--- src/inc/dss_pkg.sv ---
`default_nettype none
package dss_pkg;

  // ----------------------------------------------------------------
  // timing
  // ----------------------------------------------------------------
  localparam int unsigned DSS_CLK_PERIOD_NS = 25;
  localparam int unsigned DSS_MS_NS = 1000000;
  // one millisecond in clock cycles
  localparam int unsigned DSS_MS_CYC = DSS_MS_NS / DSS_CLK_PERIOD_NS;

  // ----------------------------------------------------------------
  // start/stop scheme codes
  // ----------------------------------------------------------------
  localparam logic [3:0] DSS_SCH_FWD_REV = 4'h0;
  localparam logic [3:0] DSS_SCH_START_DIR = 4'h1;
  localparam logic [3:0] DSS_SCH_START_DIR_ALT = 4'h2;
  localparam logic [3:0] DSS_SCH_THREE_WIRE_PULSE = 4'h3;
  localparam logic [3:0] DSS_SCH_RUN_WITH_POT_RAISE = 4'h4;
  localparam logic [3:0] DSS_SCH_EDGE_FWD_REV = 4'h5;
  localparam logic [3:0] DSS_SCH_EDGE_RUN_DIRECTION = 4'h6;
  localparam logic [3:0] DSS_SCH_EDGE_RUN_WITH_ENABLE = 4'h7;
  localparam logic [3:0] DSS_SCH_EDGE_RUN_EDGE_HALT = 4'h8;

  // ----------------------------------------------------------------
  // control places, fault codes, reset values
  // ----------------------------------------------------------------
  localparam logic [1:0] DSS_PLC_TERM = 2'h0;
  localparam logic [1:0] DSS_PLC_KPD = 2'h1;
  localparam logic [1:0] DSS_PLC_FB = 2'h2;
  localparam logic [7:0] DSS_FLT_NONE = 8'h00;
  localparam logic [7:0] DSS_FLT_EXT = 8'h33;
  localparam logic [15:0] DSS_REF_RST = 16'h0000;

  // ----------------------------------------------------------------
  // carriers
  // ----------------------------------------------------------------
  // contact inputs, high = contact closed
  typedef struct packed {
    logic first_contact_input;
    logic second_contact_input;
    logic run_en;
    logic rev_sel;
    logic [2:0] preset;
    logic pot_up;
    logic pot_down;
    logic flt_rst;
    logic ext_flt_close;
    logic ext_flt_ok;
    logic ramp_sel;
    logic ramp_hold;
    logic dc_brake_input;
    logic jog;
    logic frc_term;
    logic frc_kpd;
    logic frc_fb;
  } dss_contacts_t;

  // sampler reset levels: the opening-type fault contact idles closed
  localparam dss_contacts_t DSS_CONT_IDLE = '{ext_flt_ok: 1'b1,
                                               default: '0};

  // command set of a keypad or fieldbus place
  typedef struct packed {
    logic run;
    logic rev;
    logic [15:0] ref_val;
  } dss_place_cmd_t;

  // decoded command bundle towards the drive
  typedef struct packed {
    logic run;
    logic rev;
    logic coast;
    logic warn_run_dis;
    logic [2:0] preset;
    logic pot_up;
    logic pot_down;
    logic flt;
    logic flt_clr;
    logic [7:0] flt_code;
    logic ramp_set2;
    logic hold_acc;
    logic hold_dec;
    logic dc_brake;
    logic jog;
    logic [1:0] place;
    logic settings_bank_select;
  } dss_cmd_t;

  // state of the command core
  typedef struct packed {
    dss_contacts_t sync1;
    dss_contacts_t sync2;
    dss_contacts_t prev;
    logic arm1;
    logic arm2;
    logic trun;
    logic trev;
    logic flt;
    logic [1:0] place;
    logic [15:0] pot;
    logic [31:0] potdiv;
    logic [15:0] ref_sel;
    dss_cmd_t cmd;
  } dss_core_st_t;

  // state of the reference interpolator
  typedef struct packed {
    logic [15:0] tgt;
    logic [15:0] cur;
    logic up;
    logic [15:0] mag;
    logic [31:0] n;
    logic [31:0] cnt;
    logic [32:0] err;
  } dss_interp_st_t;

endpackage : dss_pkg
`default_nettype wire

--- src/rtl/dss_interp.sv ---
`timescale 1ns/100ps
`default_nettype none
module dss_interp
  import dss_pkg::*;
#(
  parameter int unsigned MS_CYC = DSS_MS_CYC
)
(
  // clock and reset
  input wire logic clk_i,
  input wire logic sys_rst_i,
  // interval and target
  input wire logic [15:0] interval_ms_i,
  input wire logic [15:0] tgt_i,
  // interpolated reference
  output logic [15:0] ref_o
);

  dss_interp_st_t s_q;
  dss_interp_st_t s_d;
  logic [32:0] e;
  logic [31:0] n;

  // ----------------------------------------------------------------
  // line drawing between two targets
  // ----------------------------------------------------------------
  // error accumulation moves one lsb at a time, so the slope is
  // exact with no divider; it limits the slope to 1 lsb per cycle
  always_comb
  begin
    s_d = s_q;
    e = 33'h0;
    n = 32'(32'(interval_ms_i) * MS_CYC);
    // RULE22 ramp new target
    if (tgt_i != s_q.tgt)
    begin
      s_d.tgt = tgt_i;
      s_d.up = (tgt_i > s_q.cur);
      s_d.mag = (tgt_i > s_q.cur) ? 16'(tgt_i - s_q.cur)
                                  : 16'(s_q.cur - tgt_i);
      s_d.n = n;
      s_d.cnt = n;
      s_d.err = 33'h0;
      // zero interval means plain stepping
      if (n == 32'h0)
      begin
        s_d.cur = tgt_i;
      end
    end
    else if (s_q.cnt != 32'h0)
    begin
      s_d.cnt = s_q.cnt - 32'h1;
      e = s_q.err + 33'(s_q.mag);
      if (e >= 33'(s_q.n))
      begin
        e = e - 33'(s_q.n);
        s_d.cur = s_q.up ? 16'(s_q.cur + 16'h1)
                         : 16'(s_q.cur - 16'h1);
      end
      s_d.err = e;
      // land exactly on the target at the end
      if (s_q.cnt == 32'h1)
      begin
        s_d.cur = s_q.tgt;
      end
    end
  end

  // state register
  always_ff @(posedge clk_i)
  begin
    if (sys_rst_i)
    begin
      s_q <= '0;
    end
    else
    begin
      s_q <= s_d;
    end
  end

  assign ref_o = s_q.cur;

endmodule : dss_interp
`default_nettype wire

--- src/rtl/dss_core.sv ---
// Functional notes
// RULE1 - scheme 0: input one forward, two reverse
// RULE2 - scheme 0: both closed keeps first direction
// RULE3 - scheme 0: one opens, two closed reverses
// RULE4 - scheme 3: pulse start, stop on falling two
// RULE5 - edge schemes need contact seen open first
// RULE6 - scheme 4: run on one, two raises pot
// RULE7 - scheme 5: rising edges start forward/reverse
// RULE8 - scheme 6: edge start, open stops, two=reverse
// RULE9 - scheme 7: edge start, two open disables
// RULE10 - scheme 8: edge on one starts, two stops
// RULE11 - run enable removed: coast, block, warn
// RULE12 - reverse input only where two is unused
// RULE13 - three preset inputs form binary index
// RULE14 - pot down closed keeps lowering reference
// RULE15 - fault reset acts on rising edge only
// RULE16 - external fault inputs raise code 51
// RULE17 - ramp select open set1, closed set2
// RULE18 - ramp hold freezes, decel option allowed
// RULE19 - dc brake while stopped and input closed
// RULE20 - jog input selects jogging reference
// RULE21 - force inputs override place, setting untouched
// RULE22 - interpolate reference over set interval
// RULE23 - sample contacts, edge by previous sample
// RULE24 - force priority terminal, fieldbus, keypad
`timescale 1ns/100ps
`default_nettype none
module dss_core
  import dss_pkg::*;
#(
  parameter int unsigned MS_CYC = DSS_MS_CYC,
  parameter int unsigned POT_DIV = DSS_MS_CYC
)
(
  // clock and reset
  input wire logic clk_i,
  input wire logic sys_rst_i,
  // contact inputs from the terminals
  input wire dss_contacts_t cont_i,
  // configuration
  input wire logic [3:0] scheme_i,
  input wire logic [1:0] cfg_place_i,
  input wire logic decel_ok_i,
  input wire logic pot_ref_sel_i,
  input wire logic [15:0] reference_interp_interval_i,
  // references and other places
  input wire logic [15:0] io_ref_i,
  input wire logic [15:0] jog_ref_i,
  input wire dss_place_cmd_t kpd_i,
  input wire dss_place_cmd_t fb_i,
  // decoded commands
  output dss_cmd_t cmd_o,
  output logic [15:0] ref_o,
  output logic [15:0] pot_ref_o
);

  dss_core_st_t s_q;
  dss_core_st_t s_d;
  dss_contacts_t c;
  dss_contacts_t p;
  dss_contacts_t rise;
  dss_contacts_t fall;
  logic [1:0] plc;
  logic plc_chg;
  logic ext_flt;
  logic clr;
  logic disarm;
  logic go1;
  logic go2;
  logic block;
  logic run;
  logic rev;
  logic pot_tick;
  logic pot_inc;
  logic pot_dec;
  logic [15:0] src_ref;

  // ----------------------------------------------------------------
  // command decode
  // ----------------------------------------------------------------
  always_comb
  begin
    s_d = s_q;
    // RULE23 two-stage sampling
    s_d.sync1 = cont_i;
    s_d.sync2 = s_q.sync1;
    s_d.prev = s_q.sync2;
    c = s_q.sync2;
    p = s_q.prev;
    // RULE23 edges from previous sample
    rise = dss_contacts_t'(c & ~p);
    fall = dss_contacts_t'(~c & p);

    // RULE24 fixed force priority
    plc = c.frc_term ? DSS_PLC_TERM
        : c.frc_fb ? DSS_PLC_FB
        : c.frc_kpd ? DSS_PLC_KPD
        // RULE21 configured place returns
        : cfg_place_i;
    // the configured setting is an input, so it is never rewritten
    plc_chg = (plc != s_q.place);
    s_d.place = plc;

    // RULE16 closing or opening type
    ext_flt = c.ext_flt_close | ~c.ext_flt_ok;
    // RULE15 reset on rising edge
    clr = rise.flt_rst;
    // a fault still present wins over the reset edge
    s_d.flt = ext_flt | (s_q.flt & ~clr);

    // RULE11 blocked without run enable
    block = ~c.run_en | s_d.flt;

    // RULE5 disarm on reset, run enable drop, place change
    disarm = clr | plc_chg | ~c.run_en;
    // RULE5 arm only once contact is open
    s_d.arm1 = ~disarm & (s_q.arm1 | ~c.first_contact_input);
    s_d.arm2 = ~disarm & (s_q.arm2 | ~c.second_contact_input);
    go1 = rise.first_contact_input & s_q.arm1 & ~disarm;
    go2 = rise.second_contact_input & s_q.arm2 & ~disarm;

    // terminal start/stop schemes
    case (scheme_i)
      DSS_SCH_FWD_REV:
      begin
        // RULE1 level start forward/reverse
        if (c.first_contact_input & ~c.second_contact_input)
        begin
          s_d.trun = 1'b1;
          s_d.trev = 1'b0;
        end
        // RULE3 one opened, two held
        else if (~c.first_contact_input & c.second_contact_input)
        begin
          s_d.trun = 1'b1;
          s_d.trev = 1'b1;
        end
        // RULE2 both closed keep direction
        else if (c.first_contact_input)
        begin
          s_d.trun = 1'b1;
        end
        else
        begin
          s_d.trun = 1'b0;
        end
      end
      DSS_SCH_START_DIR, DSS_SCH_START_DIR_ALT:
      begin
        s_d.trun = c.first_contact_input;
        s_d.trev = c.second_contact_input;
      end
      DSS_SCH_THREE_WIRE_PULSE:
      begin
        // RULE4 start pulse, stop edge
        if (go1)
        begin
          s_d.trun = 1'b1;
        end
        if (fall.second_contact_input)
        begin
          s_d.trun = 1'b0;
        end
        // RULE12 separate reverse input
        s_d.trev = c.rev_sel;
      end
      DSS_SCH_RUN_WITH_POT_RAISE:
      begin
        // RULE6 level run on input one
        s_d.trun = c.first_contact_input;
        // RULE12 separate reverse input
        s_d.trev = c.rev_sel;
      end
      DSS_SCH_EDGE_FWD_REV:
      begin
        // the running direction's contact opening stops the drive
        if (s_q.trun & ~s_q.trev & ~c.first_contact_input)
        begin
          s_d.trun = 1'b0;
        end
        if (s_q.trun & s_q.trev & ~c.second_contact_input)
        begin
          s_d.trun = 1'b0;
        end
        // RULE7 rising edge per direction
        if (go1)
        begin
          s_d.trun = 1'b1;
          s_d.trev = 1'b0;
        end
        else if (go2)
        begin
          s_d.trun = 1'b1;
          s_d.trev = 1'b1;
        end
      end
      DSS_SCH_EDGE_RUN_DIRECTION:
      begin
        // RULE8 edge start, open stops
        if (go1)
        begin
          s_d.trun = 1'b1;
        end
        if (~c.first_contact_input)
        begin
          s_d.trun = 1'b0;
        end
        s_d.trev = c.second_contact_input;
      end
      DSS_SCH_EDGE_RUN_WITH_ENABLE:
      begin
        // RULE9 second input enables
        if (go1 & c.second_contact_input)
        begin
          s_d.trun = 1'b1;
        end
        if (~c.first_contact_input | ~c.second_contact_input)
        begin
          s_d.trun = 1'b0;
        end
        // RULE12 separate reverse input
        s_d.trev = c.rev_sel;
      end
      DSS_SCH_EDGE_RUN_EDGE_HALT:
      begin
        // RULE10 start edge, stop edge
        if (go1)
        begin
          s_d.trun = 1'b1;
        end
        // stop edge wins when both rise together
        if (rise.second_contact_input)
        begin
          s_d.trun = 1'b0;
        end
        // RULE12 separate reverse input
        s_d.trev = c.rev_sel;
      end
      default:
      begin
        s_d.trun = 1'b0;
      end
    endcase

    // RULE11 no start while disabled
    if (block | plc_chg | (plc != DSS_PLC_TERM))
    begin
      s_d.trun = 1'b0;
    end

    // RULE21 commands of active place
    case (plc)
      DSS_PLC_KPD:
      begin
        run = kpd_i.run;
        rev = kpd_i.rev;
        src_ref = kpd_i.ref_val;
      end
      DSS_PLC_FB:
      begin
        run = fb_i.run;
        rev = fb_i.rev;
        src_ref = fb_i.ref_val;
      end
      default:
      begin
        run = s_d.trun;
        rev = s_d.trev;
        src_ref = pot_ref_sel_i ? s_q.pot : io_ref_i;
      end
    endcase
    run = run & ~block;

    // motor potentiometer, moved only while running
    pot_tick = (s_q.potdiv == 32'(POT_DIV - 1));
    s_d.potdiv = pot_tick ? 32'h0 : 32'(s_q.potdiv + 32'h1);
    // RULE6 second input raises pot
    pot_inc = c.pot_up | ((scheme_i == DSS_SCH_RUN_WITH_POT_RAISE)
                          & c.second_contact_input);
    // RULE14 lower while closed
    pot_dec = c.pot_down;
    if (pot_tick & s_q.cmd.run & (pot_inc != pot_dec))
    begin
      if (pot_inc & (s_q.pot != 16'hffff))
      begin
        s_d.pot = 16'(s_q.pot + 16'h1);
      end
      else if (pot_dec & (s_q.pot != 16'h0000))
      begin
        s_d.pot = 16'(s_q.pot - 16'h1);
      end
    end

    // RULE20 jogging reference wins
    s_d.ref_sel = c.jog ? jog_ref_i : src_ref;

    // registered command bundle
    s_d.cmd.run = run;
    s_d.cmd.rev = rev;
    // RULE11 coast and warning
    s_d.cmd.coast = ~c.run_en;
    s_d.cmd.warn_run_dis = ~c.run_en;
    // RULE13 binary preset index
    s_d.cmd.preset = c.preset;
    s_d.cmd.pot_up = pot_inc;
    s_d.cmd.pot_down = pot_dec;
    s_d.cmd.flt = s_d.flt;
    // RULE15 one pulse per edge
    s_d.cmd.flt_clr = clr & ~ext_flt & s_q.flt;
    // RULE16 external fault code
    s_d.cmd.flt_code = s_d.flt ? DSS_FLT_EXT : DSS_FLT_NONE;
    // RULE17 ramp time set
    s_d.cmd.ramp_set2 = c.ramp_sel;
    // RULE18 ramp hold with option
    s_d.cmd.hold_acc = c.ramp_hold;
    s_d.cmd.hold_dec = c.ramp_hold & ~decel_ok_i;
    // RULE19 dc brake when stopped
    s_d.cmd.dc_brake = c.dc_brake_input & ~run;
    s_d.cmd.jog = c.jog;
    s_d.cmd.place = plc;
    // bank storage sits outside, so the select stays at zero
    s_d.cmd.settings_bank_select = 1'b0;
  end

  // ----------------------------------------------------------------
  // state register
  // ----------------------------------------------------------------
  // reset disarms both edge starts; samplers start at idle levels so the
  // opening-type fault input cannot latch a false fault at release
  always_ff @(posedge clk_i)
  begin
    if (sys_rst_i)
    begin
      s_q <= '{sync1: DSS_CONT_IDLE, sync2: DSS_CONT_IDLE,
               prev: DSS_CONT_IDLE, default: '0};
    end
    else
    begin
      s_q <= s_d;
    end
  end

  assign cmd_o = s_q.cmd;
  assign pot_ref_o = s_q.pot;

  // ----------------------------------------------------------------
  // reference interpolation
  // ----------------------------------------------------------------
  // RULE22 smooth slow updates
  dss_interp #(
    .MS_CYC(MS_CYC)
  ) u_interp (
    .clk_i(clk_i),
    .sys_rst_i(sys_rst_i),
    .interval_ms_i(reference_interp_interval_i),
    .tgt_i(s_q.ref_sel),
    .ref_o(ref_o)
  );

endmodule : dss_core
`default_nettype wire

--- config.mk ---
export PLATFORM = sky130hd
export DESIGN_NAME = dss_core
export DESIGN_NICKNAME = d
export VERILOG_FILES = /design/src/inc/dss_pkg.sv /design/src/rtl/dss_interp.sv /design/src/rtl/dss_core.sv
export SDC_FILE = /design/constraint.sdc
export NUM_CORES = 1
export LEC_CHECK = 0
export ABC_AREA = 0
export BUFFER_PORTS_ARGS = -buffer_cell sky130_fd_sc_hd__buf_2
export CORE_UTILIZATION = 53
export DETAILED_ROUTE_END_ITERATION = 10
export PLACE_DENSITY = 0.74
export RECOVER_POWER = 25
export SYNTH_ARGS = -nofsm -noshare
export SYNTH_HDL_FRONTEND = slang
export SYNTH_SLANG_ARGS = --single-unit
--- constraint.sdc ---
create_clock -name clk_i -period 5.9 [get_ports clk_i]
set_input_delay 0.295 -clock clk_i [delete_from_list [all_inputs] [get_ports clk_i]]
set_output_delay 0.295 -clock clk_i [all_outputs]
set_load 0.01 [all_outputs]
; ---- Word-level counts from Yosys, hierarchy flattened
; Cells that the tools add are included.
[totals]
register_bits = 284
input_bits = 113
[classes]
add_sub_neg = 10
multipliers = 1
magnitude_cmp = 2
n_eq_ne = 17
n_mux = 38
n_bitwise = 50
n_reduce_logical = 15
[op_table]
columns = operator, n
row1 = $mux W16, 11
row2 = $mux W65, 2
row3 = $add A33 B16 Y33, 1
row4 = $ge A33 B32 Y1, 1
row5 = $mux W33, 1
row6 = $sub A33 B32 Y33, 1
row7 = $add A16 B1 Y16 const B, 2
row8 = $add A32 B1 Y32 const B, 1
row9 = $eq A32 B1 Y1 const B, 1
row10 = $eq A32 B16 Y1 const B, 1
row11 = $logic_not A32 Y1, 1
row12 = $pmux W16 S2, 1
row13 = $reduce_bool A32 Y1, 1
row14 = $sub A16 B1 Y16 const B, 2
row15 = $sub A16 B16 Y16, 2
row16 = $sub A32 B1 Y32 const B, 1
row17 = $mul A16 B10 Y26 const B, 1
row18 = $and A1 B1 Y1, 24
row19 = $and A19 B19 Y19, 1
row20 = $not A19 Y19, 1
row21 = $and A18 B18 Y18, 1
row22 = $not A18 Y18, 1
row23 = $eq A4 B3 Y1 const B, 4
row24 = $gt A16 B16 Y1, 1
row25 = other kinds (27), 69

; ---- Logic depth before layout (Yosys ltp)
; Gate-level depths: netlist of the first run.
[logic_depth]
ltp_word = 17
depth_mapped = 25
mapped_depth_nobuf = 23

; ---- Hierarchy
; Synthesis of the first run repeated with hierarchy kept, for this count alone.
[unflattened]
cells_unflattened = 2406
area_unflattened_um2 = 19817.8
[modules_own_cells]
columns = mod, n_inst, cells_per_inst, area_each_um2, seq_area_each_um2
row1 = dss_interp, 1, 1704, 13470.4, 2802.7
row2 = dss_core, 1, 702, 6347.3, 2522.4

; ---- Worst setup path before layout of the first run
; OpenSTA, ideal clock, no wires.
[synth_path]
path_kind = input-to-reg
start = input reference_interp_interval_i[4]
end = register u_interp.s_q (netlist bit u_interp.ref_o[9])
setup_ns = 0.070
arrival_ns = 5.341
required_time_ns = 5.830
slack_ns = 0.489
cell_stages = 23
path_buffers = 2
cell_sequence = inv_1 > fa_1 > inv_1 > ha_1 > inv_1 > fa_1 > inv_1 > ha_1 > inv_1 > fa_1 > inv_1 > ha_1 > o21ai_0 > a21oi_1 > a221o_1 > a211oi_1 > a31oi_1 > a311oi_1 > a41o_1 > buf_4 > buf_6 > o211ai_1 > a21oi_1
[synth_between]
elab_chain_len = 4
[synth_rtl]
columns = item, line
row1 = "start, declared", dss_core.sv:45  ; input wire logic [15:0] reference_interp_interval_i,
row2 = $mul A16 B10 Y26, dss_interp.sv:33  ; n = 32'(32'(interval_ms_i) * MS_CYC);
row3 = $logic_not A32 Y1, dss_interp.sv:45  ; if (n == 32'h0)
row4 = $ne A2 B2 Y1 (no source line), -
row5 = $reduce_and A3 Y1 (no source line), -
row6 = "end signal, assigned", dss_interp.sv:74  ; s_q <= '0;
row7 = "end signal, assigned", dss_interp.sv:78  ; s_q <= s_d;
row8 = "end, declared", dss_interp.sv:19  ; dss_interp_st_t s_q;
; No other way between the ends.
; A chain may end at the register's enable or synchronous reset.

; ---- Worst setup path in the final report of the first run
[layout_path]
start = register u_interp.s_q[97] (netlist name)
end = register u_interp.s_q (netlist bit u_interp.ref_o[14])
[layout_between]
elab_chain_len = 4
[layout_rtl]
columns = item, line
row1 = $add A33 B16 Y33, dss_interp.sv:53  ; e = s_q.err + 33'(s_q.mag);
row2 = $ge A33 B32 Y1, dss_interp.sv:54  ; if (e >= 33'(s_q.n))
row3 = $reduce_bool A3 Y1 (no source line), -
row4 = $reduce_and A3 Y1 (no source line), -
; No other way between the ends.

==> impl_summary.txt, run 1 <==
----------------------------------------------------
[Outcome]
  Failing checks ... capacitance limit, slew limit
  Status ... finished with violations

[Pwr]
  Leakage power figure ... 9.463 nW
  Peak supply drop ... 0.2535 mV
  Pwr/cell area ... 357.2 mW/mm^2

[Synth]
  Largest cells by area after synthesis ... sky130_fd_sc_hd__dfxtp_1, sky130_fd_sc_hd__ha_1, sky130_fd_sc_hd__nor2_1
  Post-synthesis instance area ... between 0.015 and 0.02 sq mm
  Async S/R FF share, synth ... 0%
  Most frequent cell after synthesis ... sky130_fd_sc_hd__dfxtp_1
  Share of the synthesized area in the top cell type ... 27.87%
  Distinct cells, synth ... 81
  Per-instance average area after synthesis ... 8.073 sq um
  Top flip-flop cell by instance count after synthesis ... sky130_fd_sc_hd__dfxtp_1
  Total of warnings raised by yosys ... 0
  Post-synthesis sequential element count ... 266
  Top post-synthesis cells by count ... sky130_fd_sc_hd__dfxtp_1, sky130_fd_sc_hd__nor2_1, sky130_fd_sc_hd__nand2_1
  Library cell occupying the most area in the post-synthesis netlist ... sky130_fd_sc_hd__dfxtp_1
  Proportion of synthesized chip area in sequential cells ... 27.87%
  EDFF count, synth ... 0
  Mapped Cells ... 2,367

[Global route]
  Wire length of the first global-routing pass ... 83,550 microns
  Number of global-route vias before repair ... 16.56k
  Initial antenna violation count ... 0
  Total Routing Usage GR ... around 28%
  Congestion Overflow GR ... 0
  Maximum number of pins on one net before global-route repair ... a little over 60

[Job]
  Maxcap violations ... 1

[Floorplanning]
  Boundary Pins ... 172
  Width of the chip ... 191.9 microns
  Num rows ... a little under 70
  Core Region ... 0.03548 sq mm
  Die area ... 0.03682 sq mm
  Initial core utilization ... a little over half
  Vertical die dimension ... between 150 and 200 microns

[Final layout]
  Net total in the final layout ... 2,804
  Layout cells sized above 1 ... 9.423%
  Post-route cell area ... 0.02131 sq mm
  Post-route insts no fill ... roughly 3k
  Post-synthesis to final-layout area growth ... 11.54%
  Antenna diode count ... 0

[Worst hold path]
  Path class of the lowest-slack min-delay path ... input pin to register

[Route]
  Ratio of routed vias to standard cells ... roughly 5.8
  Residual DRC count ... 0
  Number of vias after detailed routing ... 17.16k
  Total wire length ... 51,530 microns
  Iteration count of the initial detailed-routing pass ... 6
  Starting DRC count in detailed routing ... 1,120
  Post-route antenna net violation count ... 0
  Routed wire per std cell ... about 17 microns

[Setup path]
  Kind of start point of the critical path ... register
  Worst setup EP type ... register
  Crit Path Class ... register to register
  Endpoint arrival time on the critical path ... between 6 and 7 ns
  R2r setup slk ... 0.39 ns
  Maximum fanout encountered on the critical timing path ... 13
  Required @ worst endpoint ... 6.41 ns

[Placement]
  Final estimated routing congestion in global placement ... 0.9516
  Placed wire-length estimate ... 38,630 microns
  Post-placement cell area ... about 0.020 sq mm
  Placed Instances ... approximately 2.9k
  Port buffer count ... between 150 and 200

[Timing]
  Worst clock skew on the final layout ... around 0.032 ns
  Maximum clock rate ... 181.4 MHz
  Pins over their slew limit ... between 60 and 70
  Fin. Hold Viols ... 0
  RSZ-0062 raised after global routing ... no
  Total negative slack ... 0 ns
  Post-route fraction of the period consumed by the critical path ... 93.42%
  Headroom to the max-slew limit ... -83.28%
  Transition time of the tightest slew-check pin ... 2.749 ns
  Post-route minimum period ... 5.512 ns
  Total setup violations reported at the end of the flow ... 0

[Clock network]
  Maximum count of clock buffers along a single path ... 3
  Worst-Skew Late Latency ... 0.58 ns
  Number of buffers inserted by post-CTS setup repair ... 0
  CTS clk-pin slew, worst paths ... roughly 0.07 ns
  Number of buffers created by CTS ... 30
  Clock root buffer master ... sky130_fd_sc_hd__clkbuf_16
  TritonCTS sink count ... 266
  CTS tree ... yes
  H-tree lvl count ... 1

----------------------------------------------------
-- power by group --
group	switching, W	total, W	internal [W]
registers	0.000159	0.00216	0.00200
clock network	0.000780	0.00200	0.00122
logic	0.00204	0.00345	0.00141
total	0.00298	0.00761	0.00463
-- through the flow --
step / utilization (%) / hold WS (ns) / setup slack (ns) / power, W
6_report: 60.07 / 0.1224 / 0.3883 / 0.007613
5_1_grt: 60.07 / 0.1387 / 0.04340 / 0.008141
4_1_cts: 60.14 / 0.09994 / 0.3007 / 0.007606
3_5_place_dp: 56.15 / 0.3988 / 0.1372 / 0.005561
3_3_place_gp: 56.15 / 0.3920 / 0.1673 / 0.005501
2_1_floorplan: - / 0.3666 / 0.4886 / 0.004717
-- worst paths after layout --
kind,startpoint,cells past startpoint,endpoint
hold / removal,reference_interp_interval_i[2],3,u_interp.s_q[73]
setup reg to reg,u_interp.s_q[97],24,u_interp.ref_o[14]
hold reg to reg,s_d[124],1,c[7]
setup / recovery,u_interp.s_q[97],24,u_interp.ref_o[14]
-- worst max-delay path, cell delays in order (launching register included) --
cell	delay [ns]
sky130_fd_sc_hd__dfxtp_1	0.34
sky130_fd_sc_hd__ha_1	0.17
sky130_fd_sc_hd__inv_1	0.06
sky130_fd_sc_hd__fa_1	0.40
sky130_fd_sc_hd__nand2b_1	0.20
sky130_fd_sc_hd__a211oi_2	0.25
sky130_fd_sc_hd__o21ai_0	0.15
sky130_fd_sc_hd__a21oi_1	0.21
sky130_fd_sc_hd__o21ai_0	0.15
sky130_fd_sc_hd__a21boi_0	0.25
sky130_fd_sc_hd__o21ai_0	0.13
sky130_fd_sc_hd__a21boi_0	0.27
sky130_fd_sc_hd__nor2_1	0.09
sky130_fd_sc_hd__ha_1	0.34
sky130_fd_sc_hd__nand4_1	0.12
sky130_fd_sc_hd__nor3b_1	0.31
sky130_fd_sc_hd__nand3_1	0.10
sky130_fd_sc_hd__or4b_1	0.46
sky130_fd_sc_hd__o21ai_1	0.18
sky130_fd_sc_hd__a31oi_2	0.10
sky130_fd_sc_hd__a311oi_2	0.42
sky130_fd_sc_hd__a41oi_1	0.16
sky130_fd_sc_hd__buf_12	0.22
sky130_fd_sc_hd__a211o_1	0.26
sky130_fd_sc_hd__o21ai_1	0.11
-- cells by family (layout without fill, tap and decap cells) --
group | after synthesis | in the layout | share of synthesized area (%)
AND/OR/NAND/NOR | 769 | 769 | 19.49
multiplexers | 29 | 29 | 1.558
XOR/XNOR | 167 | 167 | 7.655
AO/OA/AOI/OAI | 577 | 577 | 19.48
other | 1 | 5 | 0.01962
flip-flops | 266 | 266 | 27.87
buffers and inverters | 338 | 461 | 7.910
adder cells (fa/ha/maj) | 220 | 220 | 16.02
-- cell usage in the layout (no fill, tap or decap), types with 27 or more instances in the layout --
| master | instances |
|---|---|
| sky130_fd_sc_hd__o21ai_0 | 89 |
| sky130_fd_sc_hd__nand4_1 | 32 |
| sky130_fd_sc_hd__nand3_1 | 50 |
| sky130_fd_sc_hd__clkbuf_16 | 30 |
| sky130_fd_sc_hd__a21oi_1 | 170 |
| sky130_fd_sc_hd__dfxtp_1 | 266 |
| sky130_fd_sc_hd__dlygate4sd3_1 | 36 |
| sky130_fd_sc_hd__clkbuf_1 | 38 |
| sky130_fd_sc_hd__a211oi_1 | 64 |
| sky130_fd_sc_hd__nor2_1 | 246 |
| sky130_fd_sc_hd__a21o_1 | 47 |
| sky130_fd_sc_hd__xnor2_1 | 86 |
| sky130_fd_sc_hd__inv_1 | 180 |
| sky130_fd_sc_hd__ha_1 | 179 |
| sky130_fd_sc_hd__nand2_1 | 183 |
| sky130_fd_sc_hd__nor3_1 | 44 |
| sky130_fd_sc_hd__fa_1 | 41 |
| sky130_fd_sc_hd__buf_2 | 136 |
| sky130_fd_sc_hd__xor2_1 | 81 |
| sky130_fd_sc_hd__nor2b_1 | 78 |
| sky130_fd_sc_hd__nor4_1 | 27 |
-- registers in the layout, summed over array words and instances (netlist names) --
name            cells
c                  18
cmd_o              17
p                   3
pot_dec             1
pot_ref_o          16
s_d                19
s_q                52
u_interp.ref_o     16
u_interp.s_q      124
-- what timing repair did --
action | in CTS | in global routing
endpoints found under the hold margin | 36 | 0
gates resized for setup | 0 | 3
hold buffers | 36 | 0
endpoints found under the setup margin | 0 | 11
-- routing by layer --
layer | share of wire (%) | vias to the layer above | global-route usage [%]
met4 | 3.0 | 0 | 9.249
met5 | 0 | - | 0
li1 | - | 8418 | -
met3 | 5.0 | 96 | 3.179
met2 | 49 | 538 | 50.50
met1 | 43 | 8103 | 34.57
-- area by class of cell --
type | instances | area, sq um
Sequential cell | 266 | 5325
Inverter | 180 | 675.6
Timing Repair Buffer | 226 | 1368
Tap cell | 461 | 576.8
Clock inverter | 16 | 251.5
Fill cell | 3146 | 14170
Clock buffer | 39 | 804.5
Multi-Input combinational cell | 1767 | 12310
No activity file was read; power rests on OpenSTA's default activity.
==> inputs of run 2 (changes only) <==
PLACE_DENSITY = not set   (was 0.74)
PLACE_DENSITY_LB_ADDON = 0.25   (was not set)
SLEW_MARGIN = 20   (was not set)
==> impl_summary.txt, run 2 (synthesis gave the netlist of run 1 again) <==
----------------------------------------------------
[Timing]
  Post-route minimum period ... 5.514 ns (was 5.512 ns)
  Maximum clock rate ... 181.4 MHz (about the same)
  Total setup violations reported at the end of the flow ... 0 (unchanged)
  Post-route fraction of the period consumed by the critical path ... 93.45% (was 93.42%)
  RSZ-0062 raised after global routing ... yes (was no)
  Transition time of the tightest slew-check pin ... 1.058 ns (was 2.749 ns)
  Headroom to the max-slew limit ... 29.21% (was -83.28%)
  Pins over their slew limit ... 0 (was 62)
  Worst hold slack across all endpoints ... 0.08273 ns (was 0.1224 ns)
  Fin. Hold Viols ... 0 (unchanged)
  Worst clock skew on the final layout ... 0.05291 ns (was 0.03157 ns)

[Global route]
  GRT met1 Usage ... 33.75% (was 34.57%)
  Initial antenna violation count ... 0 (unchanged)
  Number of global-route vias before repair ... 16.66k (was 16.56k)
  Most used routing layer in global routing ... met2 (unchanged)
  GR Util met3 ... 3.691% (was 3.179%)
  Maximum number of pins on one net before global-route repair ... 67 (was 62)
  Congestion Overflow GR ... 0 (unchanged)
  Total Routing Usage GR ... 28.14% (was 28.08%)
  Met2 routing resource usage after global routing ... 50.65% (was 50.50%)
  Wire length of the first global-routing pass ... 83,370 microns (was 83,550 microns)

[Final layout]
  Post-synthesis to final-layout area growth ... 12.13% (was 11.54%)
  Post-route cell area ... 0.02143 sq mm (was 0.02131 sq mm)
  Most used cells in the layout excluding fill and tap cells ... sky130_fd_sc_hd__dfxtp_1, sky130_fd_sc_hd__nor2_1, sky130_fd_sc_hd__nand2_1, sky130_fd_sc_hd__inv_1, sky130_fd_sc_hd__ha_1 (unchanged)
  Most flop-heavy register ... u_interp.s_q (unchanged)
  Antenna diode count ... 0 (unchanged)
  Net total in the final layout ... 2,805 (was 2,804)
  Leading cell type in the layout, fill and taps excluded ... sky130_fd_sc_hd__dfxtp_1 (unchanged)
  Layout cells sized above 1 ... 10.62% (was 9.423%)
  Flip-flop count of the largest register, all copies and words added ... 124 (unchanged)
  Post-route insts no fill ... 2,957 (was 2,955)

[Floorplanning]
  Vertical die dimension ... 191.9 microns (unchanged)
  Initial core utilization ... 53.85% (unchanged)
  Boundary Pins ... 172 (unchanged)
  Num rows ... 69 (unchanged)
  Core Region ... 0.03548 sq mm (unchanged)
  Die area ... 0.03682 sq mm (unchanged)
  Width of the chip ... 191.9 microns (unchanged)

[Placement]
  Placed wire-length estimate ... 38,820 microns (was 38,630 microns)
  Post-placement cell area ... 0.01992 sq mm (about the same)
  Placed Instances ... 2,865 (was 2,864)
  Port buffer count ... 166 (unchanged)
  Final estimated routing congestion in global placement ... 0.9463 (was 0.9516)

[Clock network]
  Number of buffers inserted by post-CTS setup repair ... 0 (unchanged)
  TritonCTS sink count ... 266 (unchanged)
  Clock root buffer master ... sky130_fd_sc_hd__clkbuf_16 (unchanged)
  Worst-Skew Late Latency ... 0.61 ns (was 0.58 ns)
  Maximum count of clock buffers along a single path ... 3 (unchanged)
  CTS tree ... yes (unchanged)
  Number of buffers created by CTS ... 30 (unchanged)
  H-tree lvl count ... 1 (unchanged)
  CTS clk-pin slew, worst paths ... 0.07 ns (about the same)

[Pwr]
  Leakage power figure ... 9.578 nW (was 9.463 nW)
  Peak supply drop ... 0.2213 mV (was 0.2535 mV)
  Pwr/cell area ... 361.0 mW/mm^2 (was 357.2 mW/mm^2)

[Setup path]
  Endpoint arrival time on the critical path ... 6.06 ns (was 6.02 ns)
  Maximum fanout encountered on the critical timing path ... 13 (unchanged)
  Worst setup EP type ... register (unchanged)
  Required @ worst endpoint ... 6.45 ns (was 6.41 ns)
  Crit Path Class ... register to register (unchanged)
  Kind of start point of the critical path ... register (unchanged)

[Job]
  Maxcap violations ... 0 (was 1)

[Route]
  Number of vias after detailed routing ... 17.03k (was 17.16k)
  Ratio of routed vias to standard cells ... 5.759 (was 5.805)
  Residual DRC count ... 0 (unchanged)
  Post-route antenna net violation count ... 0 (unchanged)
  Starting DRC count in detailed routing ... 1,046 (was 1,120)
  Routed wire per std cell ... 17.51 microns (was 17.44 microns)
  Total wire length ... 51,780 microns (was 51,530 microns)
  Iteration count of the initial detailed-routing pass ... 7 (was 6)

[Outcome]
  Status ... finished clean (was finished with violations)

[Worst hold path]
  Path class of the lowest-slack min-delay path ... input pin to register (unchanged)

----------------------------------------------------
-- run 2: path summary, 6_finish.rpt --
| kind | from | to | slack (ns) | depth (start not counted) |
|---|---|---|---|---|
| setup / recovery | u_interp.s_q[0] | u_interp.ref_o[14] | 0.39 | 24 |
| hold / removal | reference_interp_interval_i[3] | u_interp.s_q[74] | 0.08 | 3 |
| setup reg to reg | u_interp.s_q[0] | u_interp.ref_o[14] | 0.39 | 24 |
| hold reg to reg | s_d[129] | c[12] | 0.44 | 1 |
-- run 2: report_power, final --
part	total (W)	internal, W	switching (W)
Clock	0.00211	0.00128	0.000830
Combinational	0.00346	0.00141	0.00205
Sequential	0.00216	0.00200	0.000159
-- run 2: layout make-up --
type	instances	area (sq um)
fill	3133	14060
multi-input combinational	1767	12330
sequential	266	5325
timing repair buffer	227	1395
clock buffer	35	789.5
inverter	180	675.6
tap	461	576.8
clock inverter	21	337.8
-- run 2: metrics by stage --
stage	setup TNS [ns]	util [%]	total power [W]	setup slack, ns
final	0	60.38	0.007735	0.3862
after global routing	-0.09391	60.38	0.008249	-0.03323
after CTS	0	60.33	0.007713	0.2242
after detailed placement	0	56.13	0.005569	0.09035
after global placement	0	56.13	0.005505	0.1641
after floorplan	0	-	0.004717	0.4886
-- run 2: metal layers --
metal  vias to the layer above  share of wire [%]
met5                         -                  0
met2                       530                 49
met4                         0                3.7
met1                      7959                 42
li1                       8426                  -
met3                       115                5.3
-- run 2: timing repair --
action / CTS / global route
hold endpoints to repair: 36 / 0
setup endpoints to repair: 0 / 42
hold buffers: 36 / 0
resized for setup: 0 / 5
-- run 2: critical path, stage by stage (launching register included) --
cell,delay (ns)
sky130_fd_sc_hd__dfxtp_1,0.33
sky130_fd_sc_hd__ha_1,0.17
sky130_fd_sc_hd__inv_1,0.06
sky130_fd_sc_hd__fa_1,0.38
sky130_fd_sc_hd__nand2b_1,0.19
sky130_fd_sc_hd__a211oi_2,0.32
sky130_fd_sc_hd__o21ai_0,0.18
sky130_fd_sc_hd__a21oi_1,0.21
sky130_fd_sc_hd__o21ai_0,0.14
sky130_fd_sc_hd__a21boi_0,0.25
sky130_fd_sc_hd__o21ai_0,0.12
sky130_fd_sc_hd__a21boi_0,0.26
sky130_fd_sc_hd__nor2_1,0.09
sky130_fd_sc_hd__ha_1,0.34
sky130_fd_sc_hd__nand4_1,0.11
sky130_fd_sc_hd__nor3b_1,0.33
sky130_fd_sc_hd__nand3_1,0.11
sky130_fd_sc_hd__or4b_1,0.47
sky130_fd_sc_hd__o21ai_1,0.19
sky130_fd_sc_hd__a31oi_2,0.09
sky130_fd_sc_hd__a311oi_2,0.43
sky130_fd_sc_hd__a41oi_2,0.13
sky130_fd_sc_hd__buf_12,0.21
sky130_fd_sc_hd__a211o_1,0.26
sky130_fd_sc_hd__o21ai_1,0.10
==> inputs of run 3 (changes only) <==
ABC_AREA = 1   (was 0)
GPL_ROUTABILITY_DRIVEN = 0   (was not set)
==> impl_summary.txt, run 3 <==
----------------------------------------------------
[Route]
  Routed metal-1 wirelength ... 24,500 microns (was 21,700 microns)
  Total wire length ... 56,430 microns (was 51,780 microns)
  Iteration count of the initial detailed-routing pass ... 5 (was 7)
  Uppermost metal layer occupied by signal nets ... met5 (was met4)
  Residual DRC count ... 0 (unchanged)
  Starting DRC count in detailed routing ... 1,559 (was 1,046)
  Routed met3 length ... 3946 microns (was 2748 microns)
  Metal2 WL ... 25,990 microns (was 25,410 microns)
  Ratio of routed vias to standard cells ... 5.490 (was 5.759)
  Routed wire per std cell ... 15.69 microns (was 17.51 microns)
  Post-route antenna net violation count ... 0 (unchanged)
  Number of vias after detailed routing ... 19.75k (was 17.03k)

[Timing]
  Maximum clock rate ... 200.7 MHz (was 181.4 MHz)
  Post-route fraction of the period consumed by the critical path ... 84.47% (was 93.45%)
  Total negative slack ... 0 ns (unchanged)
  Transition time of the tightest slew-check pin ... 3.110 ns (was 1.058 ns)
  Headroom to the max-slew limit ... -107.3% (was 29.21%)
  Fin. Hold Viols ... 0 (unchanged)
  RSZ-0062 raised after global routing ... no (was yes)
  Post-route minimum period ... 4.984 ns (was 5.514 ns)
  Pins over their slew limit ... 112 (was 0)
  Worst clock skew on the final layout ... 0.01054 ns (was 0.05291 ns)
  PnR worst setup slack ... 0.9163 ns (was 0.3862 ns)
  Total setup violations reported at the end of the flow ... 0 (unchanged)

[Worst hold path]
  Worst hold stages ... 3 (unchanged)
  Capture endpoint of the worst hold path ... s_q[36] (was u_interp.s_q[74])
  Path class of the lowest-slack min-delay path ... input pin to register (unchanged)
  Worst hold start ... jog_ref_i[9] (was reference_interp_interval_i[3])

[Final layout]
  Most flop-heavy register ... u_interp.s_q (unchanged)
  Sequential cell area ... 0.005325 sq mm (unchanged)
  Filler cells ... 3,511 (was 3,133)
  Most used cells in the layout excluding fill and tap cells ... sky130_fd_sc_hd__nand2_1, sky130_fd_sc_hd__inv_1, sky130_fd_sc_hd__nor2_1, sky130_fd_sc_hd__dfxtp_1, sky130_fd_sc_hd__a21oi_1 (was sky130_fd_sc_hd__dfxtp_1, sky130_fd_sc_hd__nor2_1, sky130_fd_sc_hd__nand2_1, sky130_fd_sc_hd__inv_1, sky130_fd_sc_hd__ha_1)
  Antenna diode count ... 0 (unchanged)
  Flip-flop count of the largest register, all copies and words added ... 124 (unchanged)
  Net total in the final layout ... 3,397 (was 2,805)
  Post-synthesis to final-layout area growth ... 10.14% (was 12.13%)
  Leading cell type in the layout, fill and taps excluded ... sky130_fd_sc_hd__nand2_1 (was sky130_fd_sc_hd__dfxtp_1)
  Post-route insts no fill ... 3,597 (was 2,957)
  Post-route cell area ... 0.02243 sq mm (was 0.02143 sq mm)
  Layout cells sized above 1 ... 8.782% (was 10.62%)
  Area of combinational cells with multiple inputs ... 0.01250 sq mm (was 0.01233 sq mm)

[Setup path]
  Worst setup EP type ... register (unchanged)
  R2R depth ... 24 (unchanged)
  Maximum fanout encountered on the critical timing path ... 17 (was 13)
  Worst reg2reg endpoint ... u_interp.ref_o[1] (was u_interp.ref_o[14])
  Kind of start point of the critical path ... register (unchanged)
  Required @ worst endpoint ... 6.25 ns (was 6.45 ns)
  Endpoint arrival time on the critical path ... 5.33 ns (was 6.06 ns)
  Crit Path Class ... register to register (unchanged)
  R2r setup slk ... 0.92 ns (was 0.39 ns)
  R2R Path Start ... u_interp.s_q[99] (was u_interp.s_q[0])

[Clock network]
  Hold buffer count at cts ... 29 (was 36)
  Clock root buffer master ... sky130_fd_sc_hd__clkbuf_16 (unchanged)
  CTS tree ... yes (unchanged)
  TritonCTS sink count ... 266 (unchanged)
  Maximum count of clock buffers along a single path ... 3 (unchanged)
  Number of buffers inserted by post-CTS setup repair ... 0 (unchanged)
  Post-CTS Resized ... 0 (unchanged)
  CTS clk-pin slew, worst paths ... 0.06 ns (was 0.07 ns)
  Number of buffers created by CTS ... 29 (was 30)
  Worst-Skew Late Latency ... 0.57 ns (was 0.61 ns)
  H-tree lvl count ... 1 (unchanged)

[Placement]
  Placed Instances ... 3,515 (was 2,865)
  Placed wire-length estimate ... 43,470 microns (was 38,820 microns)
  Worst setup timing slack at the placement stage ... 0.7089 ns (was 0.09035 ns)
  Post-placement cell area ... 0.02117 sq mm (was 0.01992 sq mm)
  Port buffer count ... 166 (unchanged)

[Synth]
  Most frequent cell after synthesis ... sky130_fd_sc_hd__nand2_1 (was sky130_fd_sc_hd__dfxtp_1)
  Share of the synthesized area in the top cell type ... 26.15% (was 27.87%)
  Post-synthesis instance area ... 0.02036 sq mm (was 0.01911 sq mm)
  EDFF count, synth ... 0 (unchanged)
  Distinct cells, synth ... 61 (was 81)
  Post-synthesis sequential element count ... 266 (unchanged)
  Async S/R FF share, synth ... 0% (unchanged)
  Largest cells by area after synthesis ... sky130_fd_sc_hd__dfxtp_1, sky130_fd_sc_hd__ha_1, sky130_fd_sc_hd__nand2_1 (was sky130_fd_sc_hd__dfxtp_1, sky130_fd_sc_hd__ha_1, sky130_fd_sc_hd__nor2_1)
  Proportion of synthesized chip area in sequential cells ... 26.15% (was 27.87%)
  Total of warnings raised by yosys ... 0 (unchanged)
  Top post-synthesis cells by count ... sky130_fd_sc_hd__nand2_1, sky130_fd_sc_hd__inv_1, sky130_fd_sc_hd__nor2_1 (was sky130_fd_sc_hd__dfxtp_1, sky130_fd_sc_hd__nor2_1, sky130_fd_sc_hd__nand2_1)
  Mapped Cells ... 2,962 (was 2,367)
  Library cell occupying the most area in the post-synthesis netlist ... sky130_fd_sc_hd__dfxtp_1 (unchanged)
  Per-instance average area after synthesis ... 6.874 sq um (was 8.073 sq um)
  Top flip-flop cell by instance count after synthesis ... sky130_fd_sc_hd__dfxtp_1 (unchanged)

[Global route]
  Maximum number of pins on one net before global-route repair ... 67 (unchanged)
  Congestion Overflow GR ... 0 (unchanged)
  Initial antenna violation count ... 1 (was 0)
  Number of global-route vias before repair ... 18.85k (was 16.66k)
  Total Routing Usage GR ... 28.84% (was 28.14%)
  Wire length of the first global-routing pass ... 92,340 microns (was 83,370 microns)

[Outcome]
  Failing checks ... capacitance limit, slew limit
  Status ... finished with violations (was finished clean)

[Floorplanning]
  Vertical die dimension ... 198 microns (was 191.9 microns)
  Die area ... 0.03920 sq mm (was 0.03682 sq mm)
  Num rows ... 71 (was 69)
  Boundary Pins ... 172 (unchanged)
  Core Region ... 0.03776 sq mm (was 0.03548 sq mm)
  Width of the chip ... 198 microns (was 191.9 microns)
  Initial core utilization ... 53.93% (was 53.85%)

[Pwr]
  Pwr/cell area ... 343.3 mW/mm^2 (was 361.0 mW/mm^2)
  Peak supply drop ... 0.2660 mV (was 0.2213 mV)
  Leakage power figure ... 11.32 nW (was 9.578 nW)

[Job]
  Maxcap violations ... 2 (was 0)

----------------------------------------------------
[run 3: how the worst max path moves through the flow]
| stage | to | slack [ns] | depth (start not counted) | startpoint |
|---|---|---|---|---|
| 2_1_floorplan | u_interp.ref_o[5] | 1.42 | 29 | reference_interp_interval_i[4] |
| 3_5_place_dp | u_interp.ref_o[1] | 0.71 | 29 | reference_interp_interval_i[4] |
| 3_3_place_gp | u_interp.ref_o[13] | 0.80 | 29 | reference_interp_interval_i[4] |
| 5_1_grt | u_interp.s_q[6] | 0.49 | 26 | u_interp.s_q[99] |
| 6_report | u_interp.ref_o[1] | 0.92 | 24 | u_interp.s_q[99] |
| 4_1_cts | u_interp.s_q[6] | 1.08 | 23 | u_interp.s_q[97] |
[run 3: layout make-up]
type	count	share of cell area [%]
clock buffer	36	3.442
clock inverter	17	0.9652
inverter	479	8.018
multi-input combinational	2083	55.72
sequential	266	23.75
tap	511	2.851
timing repair buffer	205	5.256
[run 3: worst max-delay path: stages (launching register included)]
cell                      delay [ns]
sky130_fd_sc_hd__dfxtp_1        0.33
sky130_fd_sc_hd__ha_1           0.35
sky130_fd_sc_hd__nand3_1        0.11
sky130_fd_sc_hd__nand2_1        0.18
sky130_fd_sc_hd__nand2_1        0.07
sky130_fd_sc_hd__nand2_1        0.11
sky130_fd_sc_hd__nand3_1        0.08
sky130_fd_sc_hd__nand2_1        0.12
sky130_fd_sc_hd__a21oi_1        0.14
sky130_fd_sc_hd__nor2_1         0.33
sky130_fd_sc_hd__nand2_1        0.17
sky130_fd_sc_hd__xor2_1         0.21
sky130_fd_sc_hd__inv_1          0.07
sky130_fd_sc_hd__ha_1           0.34
sky130_fd_sc_hd__nand2_1        0.10
sky130_fd_sc_hd__nor3_1         0.35
sky130_fd_sc_hd__nand4_1        0.24
sky130_fd_sc_hd__nor2_1         0.17
sky130_fd_sc_hd__nand3_1        0.18
sky130_fd_sc_hd__nand2_1        0.15
sky130_fd_sc_hd__a21oi_4        0.10
sky130_fd_sc_hd__nand4_4        0.23
sky130_fd_sc_hd__nand3_2        0.35
sky130_fd_sc_hd__nand2_1        0.18
sky130_fd_sc_hd__a21oi_1        0.09
[run 3: power by group]
| part | internal (W) | switching, W | total (W) |
|---|---|---|---|
| combinational | 0.00129 | 0.00238 | 0.00367 |
| clock | 0.00111 | 0.000773 | 0.00188 |
| sequential | 0.00201 | 0.000138 | 0.00214 |
| total | 0.00441 | 0.00329 | 0.00770 |
[run 3: per-stage QoR]
| step | hold slack [ns] | util (%) | power, W |
|---|---|---|---|
| 6_report | 0.02495 | 59.40 | 0.007699 |
| 5_1_grt | 0.02160 | 59.40 | 0.008308 |
| 4_1_cts | 0.01851 | 59.45 | 0.007668 |
| 3_5_place_dp | 0.3920 | 56.06 | 0.005752 |
| 3_3_place_gp | 0.3902 | 56.06 | 0.005682 |
| 2_1_floorplan | 0.3726 | - | 0.004901 |
[run 3: routing by layer]
metal  vias to the layer above  GRT usage, %
li1                       9802             -
met1                      9027         36.64
met2                       770         49.17
met3                       145         3.952
met4                         2         11.48
met5                         -             0
[run 3: kinds of logic after synthesis]
kind of cell               after synthesis  share of synthesized area, %
DFF                                    266                         26.15
and+or+nand+nor                       1216                         25.98
other                                    1                       0.01842
buffers and inverters                  617                         12.60
adders and majority gates              220                         15.03
AOI/OAI and AO/OA                      500                         14.11
xor gates and xnor gates               142                         6.108
